## src/core/ssp_pkg.sv

```systemverilog
// Purpose: Shared constants, types and helpers of the synchronous serial port.
// Assumes: One clock, 32-bit classic Wishbone register access.
// Notes: Data width is held as a code equal to bits minus one.
// Summary of operation
// Transmit pushes keep only the low N configured bits of the write value.
// A push into a full transmit FIFO is refused and reported as not written.
// Receive and transmit DMA request enables are separate bits.
// Software programs the DMA channel before relying on the request enables.
// Four interrupt sources, each with its own enable bit.
// The interrupt line follows only enabled pending sources.
// Timeout and overrun flags clear individually or together by a clear write.
// Software clears a latched source early in its handler.
// Raw pending state and masked view are both readable.
// Configure before enabling; clearing the enable halts serial operation.
// Data width is configurable from 4 to 16 bits.
// Received entries carry valid data only in the low N bits.
// Busy holds until the transmit FIFO is empty and the last bit has left.
// Reading an empty receive FIFO returns nothing and keeps the pointers.
package ssp_pkg;
  // Register byte offsets.
  localparam logic [7:0] OFS_CTRL = 8'h00;
  localparam logic [7:0] OFS_DATA = 8'h04;
  localparam logic [7:0] OFS_STAT = 8'h08;
  localparam logic [7:0] OFS_MASK = 8'h0C;
  localparam logic [7:0] OFS_RAW = 8'h10;
  localparam logic [7:0] OFS_MSKD = 8'h14;
  localparam logic [7:0] OFS_DMA = 8'h18;
  // Control fields.
  localparam int CTRL_EN_BIT = 0;
  localparam int CTRL_WID_LSB = 4;
  localparam int CTRL_DIV_LSB = 8;
  // Status fields.
  localparam int STAT_BUSY = 0;
  localparam int STAT_TXFULL = 1;
  localparam int STAT_TXEMPTY = 2;
  localparam int STAT_RXEMPTY = 3;
  localparam int STAT_PUSHOK = 4;
  localparam int STAT_POPOK = 5;
  // Interrupt bit positions, shared by raw, mask and masked registers.
  localparam int IRQ_TXS = 0;
  localparam int IRQ_RXS = 1;
  localparam int IRQ_RTO = 2;
  localparam int IRQ_ROR = 3;
  localparam int DMA_RX_BIT = 0;
  localparam int DMA_TX_BIT = 1;
  // Reset values.
  localparam logic [3:0] WCODE_RST = 4'h7;
  localparam logic [7:0] DIV_RST = 8'h03;
  localparam logic [3:0] MASK_RST = 4'h0;
  // Width codes for 4 and 16 bits.
  localparam logic [3:0] WCODE_MIN = 4'h3;
  localparam logic [3:0] WCODE_MAX = 4'hF;
  // Receive timeout in half bit periods of idle link with data waiting.
  localparam logic [6:0] RX_TIMEOUT_TICKS = 7'h40;
  localparam int FIFO_DEPTH = 8;

  // Serial pins driven by the port.
  typedef struct packed {
    logic sclk;
    logic mosi;
    logic cs_n;
  } link_out_t;
  localparam link_out_t LINK_IDLE = '{sclk: 1'b0, mosi: 1'b0, cs_n: 1'b1};

  // Codes below the minimum width are raised to it.
  function automatic logic [3:0] width_clamp(input logic [3:0] f);
    return (f < WCODE_MIN) ? WCODE_MIN : f;
  endfunction : width_clamp

  // Mask of the valid low bits for a width code.
  function automatic logic [15:0] width_mask(input logic [3:0] wc);
    return 16'hFFFF >> (WCODE_MAX - width_clamp(wc));
  endfunction : width_mask
endpackage : ssp_pkg

```

## src/core/ssp_fifo.sv

```systemverilog
// Purpose: Synchronous show-ahead FIFO for one direction of the port.
// Assumes: Push into full and pop from empty are ignored.
// Notes: Pointers carry one extra bit to tell full from empty.
`timescale 1ns/1ps
`default_nettype none
module ssp_fifo #(
  parameter int W = 16,
  parameter int DEPTH = 8,
  parameter int AW = $clog2(DEPTH)
) (
  input wire logic clk, // Clock.
  input wire logic rst_b, // Asynchronous reset, active low.
  input wire logic push, // Write one entry.
  input wire logic [W-1:0] wdata, // Entry to write.
  input wire logic pop, // Drop the head entry.
  output logic [W-1:0] rdata, // Head entry.
  output logic full, // No room left.
  output logic empty, // Nothing stored.
  output logic [AW:0] count // Entries stored.
);
  typedef struct packed {
    logic [AW:0] wptr;
    logic [AW:0] rptr;
  } fifo_state_t;
  fifo_state_t s_reg, s_next;
  logic [W-1:0] mem [DEPTH];
  logic do_push, do_pop;

  // Flags are derived from the pointers so they never drift from the storage.
  assign count = s_reg.wptr - s_reg.rptr;
  assign full = (count == (AW+1)'(DEPTH));
  assign empty = (count == '0);
  assign rdata = mem[s_reg.rptr[AW-1:0]];
  assign do_push = push && !full;
  assign do_pop = pop && !empty;

  // Pointer advance.
  always_comb
  begin
    s_next = s_reg;
    if (do_push)
    begin
      s_next.wptr = s_reg.wptr + 1'b1;
    end
    if (do_pop)
    begin
      s_next.rptr = s_reg.rptr + 1'b1;
    end
  end

  // Storage holds no reset; only written slots are ever read.
  always_ff @(posedge clk)
  begin
    if (do_push)
    begin
      mem[s_reg.wptr[AW-1:0]] <= wdata;
    end
  end

  // Pointer registers.
  always_ff @(posedge clk or negedge rst_b)
  begin
    if (!rst_b)
    begin
      s_reg <= '0;
    end
    else
    begin
      s_reg <= s_next;
    end
  end
endmodule : ssp_fifo
`default_nettype wire

```

## src/core/ssp_shifter.sv

```systemverilog
// Purpose: Master shift engine, clock idle low, data changes on falling edge.
// Assumes: miso is already synchronised to clk.
// Notes: One word per chip select frame, MSB first.
`timescale 1ns/1ps
`default_nettype none
module ssp_shifter (
  input wire logic clk, // Clock.
  input wire logic rst_b, // Asynchronous reset, active low.
  input wire logic en, // Port enable.
  input wire logic [3:0] wcode, // Width code, bits minus one.
  input wire logic [7:0] div, // Half bit period minus one, in clocks.
  input wire logic tx_valid, // A word waits.
  input wire logic [15:0] tx_data, // Word to send.
  output logic tx_ready, // Word taken this cycle when valid.
  input wire logic miso, // Synchronised serial input.
  output logic rx_valid, // One-cycle pulse with a received word.
  output logic [15:0] rx_data, // Received word, low bits valid.
  output logic busy, // Frame in progress.
  output logic tick, // Half bit period pulse.
  output ssp_pkg::link_out_t link // Serial pins.
);
  typedef enum logic [0:0] {SH_IDLE = 1'b0, SH_XFER = 1'b1} shift_state_t;
  typedef struct packed {
    shift_state_t state;
    logic [7:0] div_cnt;
    logic [15:0] sh;
    logic [15:0] rbuf;
    logic [4:0] bits;
    logic rx_valid;
    logic [15:0] rx_data;
    ssp_pkg::link_out_t link;
  } shift_reg_t;
  shift_reg_t s_reg, s_next;
  logic [3:0] wc;
  logic [15:0] aligned;

  assign wc = ssp_pkg::width_clamp(wcode);
  assign aligned = tx_data << (ssp_pkg::WCODE_MAX - wc);
  assign tick = (s_reg.div_cnt == div);
  assign tx_ready = en && (s_reg.state == SH_IDLE);
  assign busy = (s_reg.state == SH_XFER);
  assign rx_valid = s_reg.rx_valid;
  assign rx_data = s_reg.rx_data;
  assign link = s_reg.link;

  // Sample on rising edges, shift on falling; the frame ends with the last fall, in the same cycle.
  always_comb
  begin
    s_next = s_reg;
    s_next.rx_valid = 1'b0;
    s_next.div_cnt = tick ? 8'h00 : s_reg.div_cnt + 8'h01;
    if (!en)
    begin
      s_next.state = SH_IDLE;
      s_next.link = ssp_pkg::LINK_IDLE;
    end
    else
    begin
      case (s_reg.state)
        SH_IDLE:
        begin
          if (tx_valid)
          begin
            s_next.state = SH_XFER;
            s_next.sh = aligned;
            s_next.bits = 5'h00;
            s_next.div_cnt = 8'h00;
            s_next.link = '{sclk: 1'b0, mosi: aligned[15], cs_n: 1'b0};
          end
        end
        SH_XFER:
        begin
          if (tick && !s_reg.link.sclk)
          begin
            s_next.link.sclk = 1'b1;
            s_next.rbuf = {s_reg.rbuf[14:0], miso};
            s_next.bits = s_reg.bits + 5'h01;
          end
          else if (tick)
          begin
            s_next.link.sclk = 1'b0;
            if (s_reg.bits == {1'b0, wc} + 5'h01)
            begin
              s_next.state = SH_IDLE;
              s_next.link.cs_n = 1'b1;
              s_next.rx_valid = 1'b1;
              s_next.rx_data = s_reg.rbuf & ssp_pkg::width_mask(wc);
            end
            else
            begin
              s_next.sh = s_reg.sh << 1;
              s_next.link.mosi = s_reg.sh[14];
            end
          end
        end
        default:
        begin
          s_next.state = SH_IDLE;
        end
      endcase
    end
  end

  // State register.
  always_ff @(posedge clk or negedge rst_b)
  begin
    if (!rst_b)
    begin
      s_reg <= '{state: SH_IDLE, link: ssp_pkg::LINK_IDLE, default: '0};
    end
    else
    begin
      s_reg <= s_next;
    end
  end
endmodule : ssp_shifter
`default_nettype wire

```

## src/core/ssp_top.sv

```systemverilog
// Purpose: Serial port with FIFOs, interrupts, DMA requests and a Wishbone slave.
// Assumes: Classic Wishbone, 32-bit data, byte addresses, one clock MCLK.
// Notes: Every access is answered one cycle after it is presented.
`timescale 1ns/1ps
`default_nettype none
module ssp_top #(
  parameter int DEPTH = ssp_pkg::FIFO_DEPTH
) (
  input wire logic MCLK, // Clock, 125 MHz.
  input wire logic RST_B, // Asynchronous reset, active low.
  input wire logic CYC_I, // Wishbone cycle.
  input wire logic STB_I, // Wishbone strobe.
  input wire logic WE_I, // Wishbone write.
  input wire logic [7:0] ADR_I, // Wishbone byte address.
  input wire logic [3:0] SEL_I, // Wishbone byte enables.
  input wire logic [31:0] DAT_I, // Wishbone write data.
  output logic [31:0] DAT_O, // Wishbone read data.
  output logic ACK_O, // Wishbone acknowledge.
  output logic IRQ, // Interrupt, active high level.
  output logic TX_DMA_REQ, // Transmit DMA request.
  output logic RX_DMA_REQ, // Receive DMA request.
  output logic SCLK, // Serial clock.
  output logic MOSI, // Serial data out.
  output logic CS_N, // Chip select, active low.
  input wire logic MISO // Serial data in.
);
  localparam int AW = $clog2(DEPTH);
  localparam logic [AW:0] HALF = (AW+1)'(DEPTH / 2);
  localparam logic [6:0] RX_TIMEOUT_TICKS_M1 = ssp_pkg::RX_TIMEOUT_TICKS - 7'h01;

  typedef struct packed {
    logic ack;
    logic [31:0] rdata;
    logic en;
    logic [3:0] wcode;
    logic [7:0] div;
    logic [3:0] mask;
    logic [3:0] raw;
    logic [1:0] dma;
    logic push_ok;
    logic pop_ok;
    logic miso_s1;
    logic miso_s2;
    logic [6:0] to_cnt;
    logic irq;
    logic txreq;
    logic rxreq;
  } top_state_t;
  top_state_t s_reg, s_next;

  logic acc, wr, rd, tx_push, rx_pop, tx_full, tx_empty, rx_full, rx_empty;
  logic sh_ready, sh_valid, sh_busy, tick, busy;
  logic [15:0] tx_head, rx_head, sh_rx, tx_wdata, wmask;
  logic [AW:0] tx_count, rx_count;
  logic [3:0] ev, clr, mskd;
  logic [31:0] ctrl_word, ctrl_new;
  ssp_pkg::link_out_t link;

  // Byte-lane merge for writable registers.
  function automatic logic [31:0] lane_merge(input logic [31:0] old, input logic [31:0] nw,
                                             input logic [3:0] sel);
    logic [31:0] r;
    r = old;
    for (int i = 0; i < 4; i++)
    begin
      if (sel[i])
      begin
        r[i*8 +: 8] = nw[i*8 +: 8];
      end
    end
    return r;
  endfunction : lane_merge

  // Bus decode helpers; a request is taken when ack is generated.
  assign acc = CYC_I && STB_I && !s_reg.ack;
  assign wr = acc && WE_I;
  assign rd = acc && !WE_I;
  assign wmask = ssp_pkg::width_mask(s_reg.wcode);
  assign tx_wdata = DAT_I[15:0] & wmask;
  assign tx_push = wr && (ADR_I == ssp_pkg::OFS_DATA) && SEL_I[0] && !tx_full;
  assign rx_pop = rd && (ADR_I == ssp_pkg::OFS_DATA) && !rx_empty;
  assign busy = !tx_empty || sh_busy;
  assign mskd = s_reg.raw & s_reg.mask;
  assign clr = (wr && (ADR_I == ssp_pkg::OFS_RAW) && SEL_I[0]) ? DAT_I[3:0] : 4'h0;
  assign ctrl_word = {16'h0000, s_reg.div, s_reg.wcode, 3'h0, s_reg.en};
  // Control word as a write would leave it; only used when the control register is hit.
  assign ctrl_new = lane_merge(ctrl_word, DAT_I, SEL_I);

  // Event sources; the service events follow FIFO levels around half depth.
  always_comb
  begin
    ev = 4'h0;
    ev[ssp_pkg::IRQ_TXS] = s_reg.en && (tx_count <= HALF);
    ev[ssp_pkg::IRQ_RXS] = (rx_count >= HALF);
    ev[ssp_pkg::IRQ_ROR] = sh_valid && rx_full;
    ev[ssp_pkg::IRQ_RTO] = tick && !rx_empty && !sh_busy && !rx_pop &&
                           (s_reg.to_cnt == RX_TIMEOUT_TICKS_M1);
  end

  // Next state of the register file, bus answer and status.
  always_comb
  begin
    s_next = s_reg;
    s_next.ack = acc;
    s_next.miso_s1 = MISO;
    s_next.miso_s2 = s_reg.miso_s1;
    if (wr)
    begin
      if (ADR_I == ssp_pkg::OFS_CTRL)
      begin
        s_next.en = ctrl_new[ssp_pkg::CTRL_EN_BIT];
        s_next.wcode = ssp_pkg::width_clamp(
          ctrl_new[ssp_pkg::CTRL_WID_LSB +: 4]);
        s_next.div = ctrl_new[ssp_pkg::CTRL_DIV_LSB +: 8];
      end
      else if (ADR_I == ssp_pkg::OFS_DATA)
      begin
        s_next.push_ok = tx_push;
      end
      else if (ADR_I == ssp_pkg::OFS_MASK && SEL_I[0])
      begin
        s_next.mask = DAT_I[3:0];
      end
      else if (ADR_I == ssp_pkg::OFS_DMA && SEL_I[0])
      begin
        s_next.dma = DAT_I[1:0];
      end
    end
    if (rd)
    begin
      s_next.rdata = 32'h0000_0000;
      if (ADR_I == ssp_pkg::OFS_CTRL)
      begin
        s_next.rdata = ctrl_word;
      end
      else if (ADR_I == ssp_pkg::OFS_DATA)
      begin
        s_next.rdata = rx_empty ? 32'h0000_0000 : {16'h0000, rx_head};
        s_next.pop_ok = !rx_empty;
      end
      else if (ADR_I == ssp_pkg::OFS_STAT)
      begin
        s_next.rdata[ssp_pkg::STAT_BUSY] = busy;
        s_next.rdata[ssp_pkg::STAT_TXFULL] = tx_full;
        s_next.rdata[ssp_pkg::STAT_TXEMPTY] = tx_empty;
        s_next.rdata[ssp_pkg::STAT_RXEMPTY] = rx_empty;
        s_next.rdata[ssp_pkg::STAT_PUSHOK] = s_reg.push_ok;
        s_next.rdata[ssp_pkg::STAT_POPOK] = s_reg.pop_ok;
      end
      else if (ADR_I == ssp_pkg::OFS_MASK)
      begin
        s_next.rdata[3:0] = s_reg.mask;
      end
      else if (ADR_I == ssp_pkg::OFS_RAW)
      begin
        s_next.rdata[3:0] = s_reg.raw;
      end
      else if (ADR_I == ssp_pkg::OFS_MSKD)
      begin
        s_next.rdata[3:0] = mskd;
      end
      else if (ADR_I == ssp_pkg::OFS_DMA)
      begin
        s_next.rdata[1:0] = s_reg.dma;
      end
    end
    // A new event wins over a clear in the same cycle.
    s_next.raw = (s_reg.raw & ~clr) | ev;
    // Timeout restarts on any link or receive FIFO activity and is held while that FIFO is empty.
    if (rx_empty || rx_pop || sh_valid || sh_busy)
    begin
      s_next.to_cnt = 7'h00;
    end
    else if (tick && s_reg.to_cnt != ssp_pkg::RX_TIMEOUT_TICKS)
    begin
      s_next.to_cnt = s_reg.to_cnt + 7'h01;
    end
    s_next.irq = |(s_next.raw & s_next.mask);
    s_next.txreq = s_next.dma[ssp_pkg::DMA_TX_BIT] && !tx_full;
    s_next.rxreq = s_next.dma[ssp_pkg::DMA_RX_BIT] && !rx_empty;
  end

  // State register; everything takes a constant at reset.
  always_ff @(posedge MCLK or negedge RST_B)
  begin
    if (!RST_B)
    begin
      s_reg <= '{wcode: ssp_pkg::WCODE_RST, div: ssp_pkg::DIV_RST,
                 mask: ssp_pkg::MASK_RST, default: '0};
    end
    else
    begin
      s_reg <= s_next;
    end
  end

  // Outputs straight from flip-flops.
  assign DAT_O = s_reg.rdata;
  assign ACK_O = s_reg.ack;
  assign IRQ = s_reg.irq;
  assign TX_DMA_REQ = s_reg.txreq;
  assign RX_DMA_REQ = s_reg.rxreq;
  assign SCLK = link.sclk;
  assign MOSI = link.mosi;
  assign CS_N = link.cs_n;

  // Transmit FIFO, written from the bus and drained by the shifter.
  ssp_fifo #(.W(16), .DEPTH(DEPTH)) u_tx_fifo (
    .clk(MCLK),
    .rst_b(RST_B),
    .push(tx_push),
    .wdata(tx_wdata),
    .pop(sh_ready && !tx_empty),
    .rdata(tx_head),
    .full(tx_full),
    .empty(tx_empty),
    .count(tx_count)
  );

  // Receive FIFO; a word arriving when full is dropped and flagged.
  ssp_fifo #(.W(16), .DEPTH(DEPTH)) u_rx_fifo (
    .clk(MCLK),
    .rst_b(RST_B),
    .push(sh_valid),
    .wdata(sh_rx),
    .pop(rx_pop),
    .rdata(rx_head),
    .full(rx_full),
    .empty(rx_empty),
    .count(rx_count)
  );

  // Shift engine on the synchronised serial input.
  ssp_shifter u_shifter (
    .clk(MCLK),
    .rst_b(RST_B),
    .en(s_reg.en),
    .wcode(s_reg.wcode),
    .div(s_reg.div),
    .tx_valid(!tx_empty),
    .tx_data(tx_head),
    .tx_ready(sh_ready),
    .miso(s_reg.miso_s2),
    .rx_valid(sh_valid),
    .rx_data(sh_rx),
    .busy(sh_busy),
    .tick(tick),
    .link(link)
  );
endmodule : ssp_top
`default_nettype wire

```

## config.mk

```make
export PLATFORM = sky130hd
export DESIGN_NAME = ssp_top
export DESIGN_NICKNAME = d
export VERILOG_FILES = /design/src/core/ssp_pkg.sv /design/src/core/ssp_fifo.sv /design/src/core/ssp_shifter.sv /design/src/core/ssp_top.sv
export SDC_FILE = /design/constraint.sdc
export NUM_CORES = 1
export LEC_CHECK = 0
export BUFFER_PORTS_ARGS = -buffer_cell sky130_fd_sc_hd__buf_2
export CORE_UTILIZATION = 45
export CTS_CLUSTER_DIAMETER = 100
export DETAILED_ROUTE_END_ITERATION = 6
export HOLD_SLACK_MARGIN = 0.02
export PLACE_DENSITY_LB_ADDON = 0.1
export SETUP_SLACK_MARGIN = 0.3
export SYNTH_ARGS = -nofsm -noshare
export SYNTH_HDL_FRONTEND = slang
export SYNTH_SLANG_ARGS = --single-unit
```

## constraint.sdc

```tcl
create_clock -name MCLK -period 5.1 [get_ports MCLK]
set_input_delay 0.51 -clock MCLK [delete_from_list [all_inputs] [get_ports MCLK]]
set_output_delay 0.51 -clock MCLK [all_outputs]
set_load 0.02 [all_outputs]
```

# After elaboration in Yosys (flattened, before gate mapping)
# Memory sizes are Yosys's and may differ from the RTL's.
# Cells that the tools add are included.
[word_totals]
ff_bits = 152
ramBits = 256
inputBits = 50
out_inout_bits = 39
elab_cells = 204
n_memories = 2
[mem_list]
columns = ["name", "words", "word_bits", "read_ports", "rd_clocked_by_memory_dff", "wr", "line_no", "source"]
rows = [
  ["u_rx_fifo.mem", 8, 16, 1, 0, 1, "ssp_fifo.sv:26", "logic [W-1:0] mem [DEPTH];"],
  ["u_tx_fifo.mem", 8, 16, 1, 0, 1, "ssp_fifo.sv:26", ""],
]
[op_classes]
add_sub_neg = 12
order_cmp = 5
eq_ne = 23
shift = 3
mux = 60
n_bitwise = 10
reduce_logical = 59
[ops]
columns = ["cell", "n"]
rows = [
  ["$mux 16", 6],
  ["$mux 62", 1],
  ["$mux 17", 3],
  ["$mux 4", 11],
  ["$and 16x16->16", 2],
  ["$pmux 16 s2", 1],
  ["$shr 16x4->16 const A", 2],
  ["$logic_and 1x1->1", 29],
  ["$mux 25", 1],
  ["$eq 8x5->1 const B", 3],
  ["$mux 8", 3],
  ["$mux 21", 1],
  ["$mux 20", 1],
  ["$reduce_and 3->1", 6],
  ["$add 4x1->4 const B", 4],
  ["$eq 8x4->1 const B", 2],
  ["$mux 2", 8],
  ["$shl 16x4->16", 1],
  ["$ne 3x3->1 const B", 5],
  ["$mux 7", 2],
  ["$and 4x4->4", 3],
  ["$lt 4x2->1 const B", 3],
  ["$mux 1", 12],
  ["$mux 3", 4],
  ["34 further kinds", 58],
]

# Logic depth before layout (Yosys ltp)
# Gate-level depths: netlist of run 1.
[logic_depth]
ltp_word = 12
mapped_depth = 16
depth_no_buf = 11

# Hierarchy
# From an unflattened synthesis of run 1, not the netlist that was laid out.
[hier_totals]
hier_cells = 1289
hier_area_um2 = 17976.0
[modules_own_cells]
columns = ["module", "n_inst", "cells_per_inst", "area_each_um2", "seq_area_each_um2"]
rows = [
  ["ssp_fifo (u_rx_fifo)", 1, 283, 5427.7, 4043.9],
  ["ssp_fifo (u_tx_fifo)", 1, 282, 5403.9, 4043.9],
  ["ssp_shifter", 1, 398, 4057.6, 1627.8],
  ["ssp_top", 1, 326, 3086.7, 1357.6],
]

# Least setup slack after synthesis of run 1
# No wires, ideal clock.
[synth_path]
path_kind = "reg2reg"
start = "register u_tx_fifo.s_reg[1] in the netlist's numbering"
end = "memory u_tx_fifo.mem[2][0] (enable)"
setup_time_ns = 0.436
t_arrival_ns = 4.101
required_time_ns = 4.664
path_slack_ns = 0.562
path_stages_with_launch = 11
n_path_buf = 2
synth_period_minus_slack_ns = 4.538
path_cell_list = "dfrtp_1 > inv_1 > clkbuf_1 > ha_1 > nor2b_1 > o21a_1 > o21ai_0 > and2_1 > clkbuf_1 > o21ai_1 > nor4b_1"
[synth_via]
elab_chain_cells = 7
[synth_lines]
columns = ["item", "line_no", "source"]
rows = [
  ["start, declared", "ssp_fifo.sv:25", "fifo_state_t s_reg, s_next;"],
  ["start signal, assigned", "ssp_fifo.sv:69", "s_reg <= s_next;"],
  ["$sub 4x4->4 (*)", "ssp_fifo.sv:30", "assign count = s_reg.wptr - s_reg.rptr;"],
  ["$eq 4x4->1 (*)", "ssp_fifo.sv:31", "assign full = (count == (AW+1)'(DEPTH));"],
  ["$logic_not 1->1 (*)", "ssp_fifo.sv:34, ssp_top.sv:80", ""],
  ["$logic_and 1x1->1", "ssp_top.sv:80", "assign tx_push = wr && (ADR_I == ssp_pkg::OFS_DATA) && SEL_I[0] && !tx_full;"],
  ["$logic_and 1x1->1 (*)", "ssp_fifo.sv:34", "assign do_push = push && !full;"],
  ["$mux 1 (*)", "ssp_fifo.sv:54", "if (do_push)"],
  ["$mux 1 (not written as such) (*)", "ssp_fifo.sv:56", "mem[s_reg.wptr[AW-1:0]] <= wdata;"],
  ["end, declared", "ssp_fifo.sv:26", ""],
]
# Every way passes the cells marked *; elsewhere a longest branch is shown, timed or not.

# Final worst setup path of run 1
[layout_path]
start = "register s_reg (netlist bit ctrl_word[6])"
end = "register u_shifter.s_reg (netlist bit u_shifter.rx_data[1])"
[layout_via]
elab_chain_cells = 7
elab_cells_between_ends = 10
classes_between = "add/sub (2); order compare (2); eq/ne (1); shift (1); mux (2); bitwise (1); reduce/logical (1)"
[layout_lines]
columns = ["item", "line_no", "source"]
rows = [
  ["start, declared", "ssp_top.sv:49", "top_state_t s_reg, s_next;"],
  ["start signal, assigned", "ssp_top.sv:188", "s_reg <= '{wcode: ssp_pkg::WCODE_RST, div: ssp_pkg::DIV_RST,"],
  ["start signal, assigned", "ssp_top.sv:193", "s_reg <= s_next;"],
  ["$lt 4x2->1", "ssp_pkg.sv:67", "return (f < WCODE_MIN) ? WCODE_MIN : f;"],
  ["$mux 4 (*)", "ssp_pkg.sv:67", ""],
  ["$lt 4x2->1", "ssp_pkg.sv:67", ""],
  ["$mux 4", "ssp_pkg.sv:67", ""],
  ["$sub 4x4->4", "ssp_pkg.sv:72", "return 16'hFFFF >> (WCODE_MAX - width_clamp(wc));"],
  ["$shr 16x4->16", "ssp_pkg.sv:72", ""],
  ["$and 16x16->16", "ssp_shifter.sv:87", "s_next.rx_data = s_reg.rbuf & ssp_pkg::width_mask(wc);"],
  ["end signal, assigned", "ssp_shifter.sv:113", "s_reg <= s_next;"],
  ["end, declared", "ssp_shifter.sv:33", "shift_reg_t s_reg, s_next;"],
]
# Marks and branches as above.
# A chain may end at the register's enable or synchronous reset.

==> results of run 1 <==
-- cells in the mapped netlist (22+ instances only) --
| library cell | instances | area [µm²] |
|---|---|---|
| xnor2_1 | 22 | 193 |
| buf_4 | 34 | 255 |
| mux4_2 | 59 | 1330 |
| mux2i_1 | 30 | 300 |
| nand2_1 | 168 | 631 |
| dfrtp_1 | 129 | 3230 |
| o21ai_0 | 27 | 135 |
| clkbuf_1 | 42 | 158 |
| nand3_1 | 28 | 140 |
| inv_1 | 32 | 120 |
| o21ai_1 | 29 | 145 |
| nor2_1 | 63 | 236 |
| a21oi_1 | 40 | 200 |
| mux2_2 | 27 | 304 |
| edfxtp_1 | 256 | 7690 |
-- per-stage QoR --
stage	total power, mW	hold slack (ns)	cell area, µm²
floorplan	3.72	0.214	17300
global placement	3.81	0.334	18100
detailed placement	3.82	0.340	18100
CTS	6.95	0.0239	19500
global route	7.11	0.0277	19500
finish	6.88	0.0610	19500
-- cell families after synthesis --
group	synth area share
flops	0.642
simple gates	0.0967
compound gates	0.0722
buf+inv	0.0386
mux	0.115
xor+xnor	0.0221
fa+ha+maj	0.0131
other cells	0.000217
-- power by group through the flow --
| stage | Sequential (mW) | Clock, mW | Combinational, mW |
|---|---|---|---|
| 2_1_floorplan | 3.50 | 0 | 0.213 |
| 3_3_place_gp | 3.51 | 0 | 0.300 |
| 3_5_place_dp | 3.51 | 0 | 0.307 |
| 4_1_cts | 3.45 | 3.19 | 0.309 |
| 5_1_grt | 3.46 | 3.31 | 0.345 |
| 6_report | 3.45 | 3.11 | 0.307 |
-- final timing paths --
| check | slack [ns] | start | cells after the start | end |
|---|---|---|---|---|
| setup / recovery | 1.41 | ctrl_word[6]$_DFFE_PN1P_ | 11 | u_shifter.rx_data[1]$_DFFE_PN0P_ |
| setup reg to reg | 1.41 | ctrl_word[6]$_DFFE_PN1P_ | 11 | u_shifter.rx_data[1]$_DFFE_PN0P_ |
| min in group asynchronous | 0.40 | RST_B | 2 | ACK_O$_DFF_PN0_ |
| max in group asynchronous | 3.64 | RST_B | 3 | ctrl_word[14]$_DFFE_PN0P_ |
| hold reg to reg | 0.34 | s_next[10]$_DFF_PN0_ | 0 | s_reg[10]$_DFF_PN0_ |
| hold / removal | 0.06 | MISO | 1 | s_next[10]$_DFF_PN0_ |
-- placed cells by master, fill, tap and decap left out, types with 7 or more instances in the layout --
master and n:
nand4_1 7, inv_1 32, a22oi_1 7, a21oi_1 40
nand2b_1 8, clkbuf_1 9, nor3_1 11, and3_1 10
xor2_1 19, mux4_2 59, and2_1 10, clkbuf_16 47
o21ai_1 29, xnor2_1 22, mux2_2 27, ha_1 18
clkinv_1 7, nor2_1 62, nor2b_1 13, buf_4 39
nand3_1 28, nor3_2 7, o21ai_0 27, a31oi_1 8
dfrtp_1 127, nand2_1 168, conb_1 16, mux2i_1 30
edfxtp_1 256, buf_2 53
-- cell type report --
cell class | count | area [µm²]
clock buffer | 60 | 1260
fill | 3261 | 18100
multi-input combinational | 745 | 5660
inverter | 36 | 135
timing repair buffer | 94 | 579
sequential | 391 | 11100
clock inverter | 22 | 181
tap | 511 | 639
-- metal layers --
layer,vias to the layer above,track usage,part of all wire
li1,4740,-,-
met1,5244,0.322,0.48
met2,290,0.330,0.45
met3,50,0.0395,0.050
met4,0,0.0537,0.016
met5,-,0,0
-- critical path, cell delays in order, from the launching register on --
cell       delay, ns
dfstp_2         0.83
nor2_1          0.29
or2_1           0.29
ha_1            0.23
inv_1           0.09
ha_1            0.24
xnor2_1         0.14
nand2_1         0.10
a2111oi_4       0.41
and4_1          0.25
buf_4           0.34
mux2_1          0.36
==> flow_metrics.env, run 1 <==
export IMPL_syn_avg_cell_area_um2=13.7
export IMPL_async_flop_share=0.345
export IMPL_rsz0062_at_grt="no"
export IMPL_floorplan_io_pins=89
export IMPL_ctsResizeCount=0
export IMPL_htree_levels=2
export IMPL_gr_total_overflow=0
export IMPL_cts_sinks=391
export IMPL_setup_viol_count_final=0
export IMPL_post_route_period_util=0.724
export IMPL_antenna_found_initial=0
export IMPL_cts_tree="yes"
export IMPL_p_leak_nw=7.47
export IMPL_rows=71
export IMPL_die_w_um=198
export IMPL_preCtsSetupSlack_ns=1.46
export IMPL_maxSlewViolCount=0
export IMPL_fin_setup_tns_ns=0
export IMPL_final_util=0.519
export IMPL_grt_pass1_wl_um=62900
export IMPL_dpl_hpwl_um=26100
export IMPL_synth_cells=1257
export IMPL_power_share_clock=0.453
export IMPL_netSwitchingFraction=0.220
export IMPL_drt_pass1_iter_count=5
export IMPL_nets=1380
export IMPL_yosys_warnings=0
export IMPL_power_internal_mw=5.36
export IMPL_synth_distinct_cells=78
export IMPL_max_freq_ghz=0.271
export IMPL_vias=10300
export IMPL_slew_headroom=0.357
export IMPL_required_ns=5.54
export IMPL_cts_root_buf="clkbuf_16"
export IMPL_ctsLongestPathBuffers=3
export IMPL_dp_cells=1776
export IMPL_hold_buffers=1
export IMPL_layout_drive_gt1_share=0.211
export IMPL_initial_core_util=0.458
export IMPL_drt_iter0_drc=755
export IMPL_grt_total_usage=0.217
export IMPL_netlist_area_um2=17300
export IMPL_p_switching_mw=1.51
export IMPL_post_cts_buffers=0
export IMPL_drcViolationCount=0
export IMPL_grt_pass1_vias=10500
export IMPL_synth_main_ff_cell="edfxtp_1"
export IMPL_cts_inserted_buffers=44
export IMPL_ys_ff_latch=391
export IMPL_maxCapViolations=0
export IMPL_seq_power_share=0.502
export IMPL_setup_slack_ns=1.41
export IMPL_worstMarginPinSlew_ns=0.956
export IMPL_routed_wl_um=40800
export IMPL_layout_cells_non_filler=1859
export IMPL_end_kind="flop"
export IMPL_port_buffers=54
export IMPL_peakVddDrop_mv=0.249
export IMPL_p_comb_frac=0.045
export IMPL_viasPerCell=5.55
export IMPL_ys_seq_area_frac=0.642
export IMPL_core_area_um2=37700
export IMPL_path_clk_slew_ns=0.06
export IMPL_grt_max_degree=55
export IMPL_cp_arrival_ns=4.13
export IMPL_die_area_um2=39100
export IMPL_hold_viol_final=0
export IMPL_chipHeight_um=198
export IMPL_hp_class="in -> reg"
export IMPL_cp_max_fo=28
export IMPL_crit_type="reg -> reg"
export IMPL_syn_to_final_growth_pct=13.2
export IMPL_antenna_left=0
export IMPL_min_period_ns=3.69
export IMPL_cp_start_kind="flop"
export IMPL_p_per_area_nw_per_um2=352
export IMPL_finalClockSkew_ns=0.0230
export IMPL_diodes=0
export IMPL_wl_per_cell_um=22.0
export IMPL_clock_latency_ns=0.56
export IMPL_outcome="completed"
export IMPL_synth_edff_count=256
export IMPL_gp_congestion=0.858
Power figures use the tool's default switching activity.
==> inputs of run 2 (changes only) <==
--- a/config.mk
+++ b/config.mk
@@ -5,6 +5,7 @@
 export SDC_FILE = /design/constraint.sdc
 export NUM_CORES = 1
 export LEC_CHECK = 0
+export ABC_AREA = 1
 export BUFFER_PORTS_ARGS = -buffer_cell sky130_fd_sc_hd__buf_2
 export CORE_UTILIZATION = 45
 export CTS_CLUSTER_DIAMETER = 100
==> constraint.sdc (replaced) <==
create_clock -name MCLK -period 3.85 [get_ports MCLK]
set_input_delay 0.385 -clock MCLK [delete_from_list [all_inputs] [get_ports MCLK]]
set_output_delay 0.385 -clock MCLK [all_outputs]
set_load 0.02 [all_outputs]
==> run 2 against run 1 <==
  * Sequential share of layout area fell by 0.98 points
  * Global-route usage rose by 0.95 points
  * Worst hold slack improved by 0.014 ns
  * Maximum frequency rose by 17%
  * Synthesized area rose by 3.0%
  * Combinational power rose to 2.8 times the previous value
  * Synthesized cell count rose by 38%
  * Sequential cell count did not move
  * Die area rose by 3.0%
  * First-iteration DRC count rose by 34%
  * Via count rose by 19%
  * Clock power rose by 25%
==> flow_metrics.env, run 2 <==
export IMPL_cp_top_family="simple AND/OR/NAND/NOR gates"
export IMPL_nFillCells=3519
export IMPL_path_clk_slew_ns=0.06
export IMPL_crit_type="reg -> reg"
export IMPL_peakVddDrop_mv=0.395
export IMPL_slew_headroom=0.341
export IMPL_rrSetupSlack_ns=0.71
export IMPL_wl_per_cell_um=19.0
export IMPL_drcViolationCount=0
export IMPL_initial_core_util=0.458
export IMPL_worstMarginPinSlew_ns=0.981
export IMPL_grt_pass1_vias=12200
export IMPL_synth_cells=1734
export IMPL_clock_latency_ns=0.58
export IMPL_chipHeight_um=201
export IMPL_syn_to_final_growth_pct=11.9
export IMPL_gp_congestion=0.869
export IMPL_synth_distinct_cells=53
export IMPL_floorplan_io_pins=89
export IMPL_post_route_period_util=0.816
export IMPL_drt_iter0_drc=1010
export IMPL_routed_wl_um=44500
export IMPL_gr_total_overflow=0
export IMPL_cp_max_fo=17
export IMPL_drt_pass1_iter_count=5
export IMPL_diodes=0
export IMPL_layout_cells_non_filler=2340
export IMPL_die_area_um2=40300
export IMPL_synth_largest_area_cell="edfxtp_1"
export IMPL_path_buf_inv=4
export IMPL_hp_class="in -> reg"
export IMPL_layout_commonest_cell="nand2_1"
export IMPL_cpPeakStageDelay_ns=0.58
export IMPL_grt_pass1_wl_um=69800
export IMPL_dpl_hpwl_um=29400
export IMPL_post_cts_buffers=0
export IMPL_netlist_top_cells_count="nand2_1, edfxtp_1, nand3_1"
export IMPL_die_w_um=201
export IMPL_grt_total_usage=0.226
export IMPL_layout_drive_gt1_share=0.126
export IMPL_finalClockSkew_ns=0.0227
export IMPL_antenna_left=0
export IMPL_htree_levels=2
export IMPL_p_leak_nw=8.03
export IMPL_p_per_area_nw_per_um2=473
export IMPL_maxSlewViolCount=0
export IMPL_cp_start_kind="flop"
export IMPL_rsz0062_at_grt="no"
export IMPL_hold_viol_final=0
export IMPL_syn_avg_cell_area_um2=10.2
export IMPL_min_period_ns=3.14
export IMPL_end_kind="flop"
export IMPL_slowest_stage="dfstp_2"
export IMPL_cts_sinks=391
export IMPL_layout_common_cells="nand2_1, edfxtp_1, nand3_1"
export IMPL_maxCapViolations=0
export IMPL_yosys_warnings=0
export IMPL_fin_setup_tns_ns=0
export IMPL_vias=12300
export IMPL_async_flop_share=0.345
export IMPL_ctsLongestPathBuffers=3
export IMPL_cp_arrival_ns=3.60
export IMPL_dp_cells=2259
export IMPL_ys_ff_latch=391
export IMPL_cts_root_buf="clkbuf_16"
export IMPL_setup_viol_count_final=0
export IMPL_required_ns=4.31
export IMPL_synth_top_cell_area_share=0.433
export IMPL_netlist_area_um2=17800
export IMPL_cts_inserted_buffers=43
export IMPL_rows=72
export IMPL_cp_cell_sequence="nor2_8, nor2_8, inv_2, ha_1, inv_1, ha_1, xnor2_1, nand2_1, nor3_4, nand3_1, nand2_2, inv_2, or2_0, nand2_1, inv_1"
export IMPL_synth_main_ff_cell="edfxtp_1"
export IMPL_hold_buffers=2
export IMPL_max_freq_ghz=0.318
export IMPL_antenna_found_initial=1
export IMPL_core_area_um2=38800
export IMPL_yosysMostFrequentCell="nand2_1"
export IMPL_synthTopCellsByArea="edfxtp_1, dfrtp_1, nand2_1"
export IMPL_nets=1856
export IMPL_synth_edff_count=256
export IMPL_cts_tree="yes"
export IMPL_grt_max_degree=93
export IMPL_viasPerCell=5.26
export IMPL_ys_seq_area_frac=0.623
export IMPL_ctsResizeCount=0
export IMPL_outcome="completed"
export IMPL_port_buffers=54
## run 2: per-layer routing
layer,track usage,wire length (µm),vias to the layer above
met1,0.297,19600,5931
met4,0.0791,1080,2
met3,0.0313,1990,57
met5,0,10,-
li1,-,-,6036
met2,0.385,21800,291
## run 2: power breakdown
| group | internal (mW) | leakage [nW] | switching (mW) |
|---|---|---|---|
| Clock | 2.27 | 0.658 | 1.64 |
| Sequential | 4.56 | 3.90 | 0.0773 |
| Combinational | 0.263 | 3.47 | 0.611 |
## run 2: metrics by stage
step                power (mW)  hold slack, ns   util  instance area [µm²]  setup WS [ns]
floorplan                 5.35          0.0894      -                17800          0.306
global placement          5.58           0.407  0.477                18500          0.709
detailed placement        5.59           0.407  0.477                18500          0.703
CTS                       9.49          0.0443  0.512                19900          0.702
global route              9.76          0.0975  0.512                19900          0.477
finish                    9.41          0.0748  0.512                19900          0.709
## run 2: cell families after synthesis
logic type / synth area share
buf+inv: 0.0627
compound gates: 0.0827
xor+xnor: 0.0146
mux: 0.00845
flops: 0.623
simple gates: 0.195
other cells: 0.000211
fa+ha+maj: 0.0127
## run 2: worst paths after layout
kind | from | endpoint | cells after the start
setup / recovery | ctrl_word[6]$_DFFE_PN1P_ | u_shifter.s_reg[54]$_DFFE_PN0P_ | 15
hold / removal | STB_I | ACK_O$_DFF_PN0_ | 3
setup reg to reg | ctrl_word[6]$_DFFE_PN1P_ | u_shifter.s_reg[54]$_DFFE_PN0P_ | 15
hold reg to reg | s_next[10]$_DFF_PN0_ | s_reg[10]$_DFF_PN0_ | 0
max in group asynchronous | RST_B | ctrl_word[6]$_DFFE_PN1P_ | 3
min in group asynchronous | RST_B | u_shifter.rx_data[12]$_DFFE_PN0P_ | 2
## run 2: worst register-to-register path: stages, from the launching register on
cell and delay (ns):
dfstp_2 0.58, nor2_8 0.07, nor2_8 0.26, inv_2 0.22
ha_1 0.26, inv_1 0.08, ha_1 0.24, xnor2_1 0.13
nand2_1 0.10, nor3_4 0.22, nand3_1 0.11, nand2_2 0.27
inv_2 0.19, or2_0 0.23, nand2_1 0.06, inv_1 0.03
## run 2: final cells by class
type                       count  area (µm²)  area share
clock buffer                  62        1220      0.0612
tap                          518         648      0.0326
timing repair buffer         102         654      0.0329
inverter                     130         490      0.0247
sequential                   391       11100       0.557
multi-input combinational   1120        5670       0.285
clock inverter                17         125     0.00629
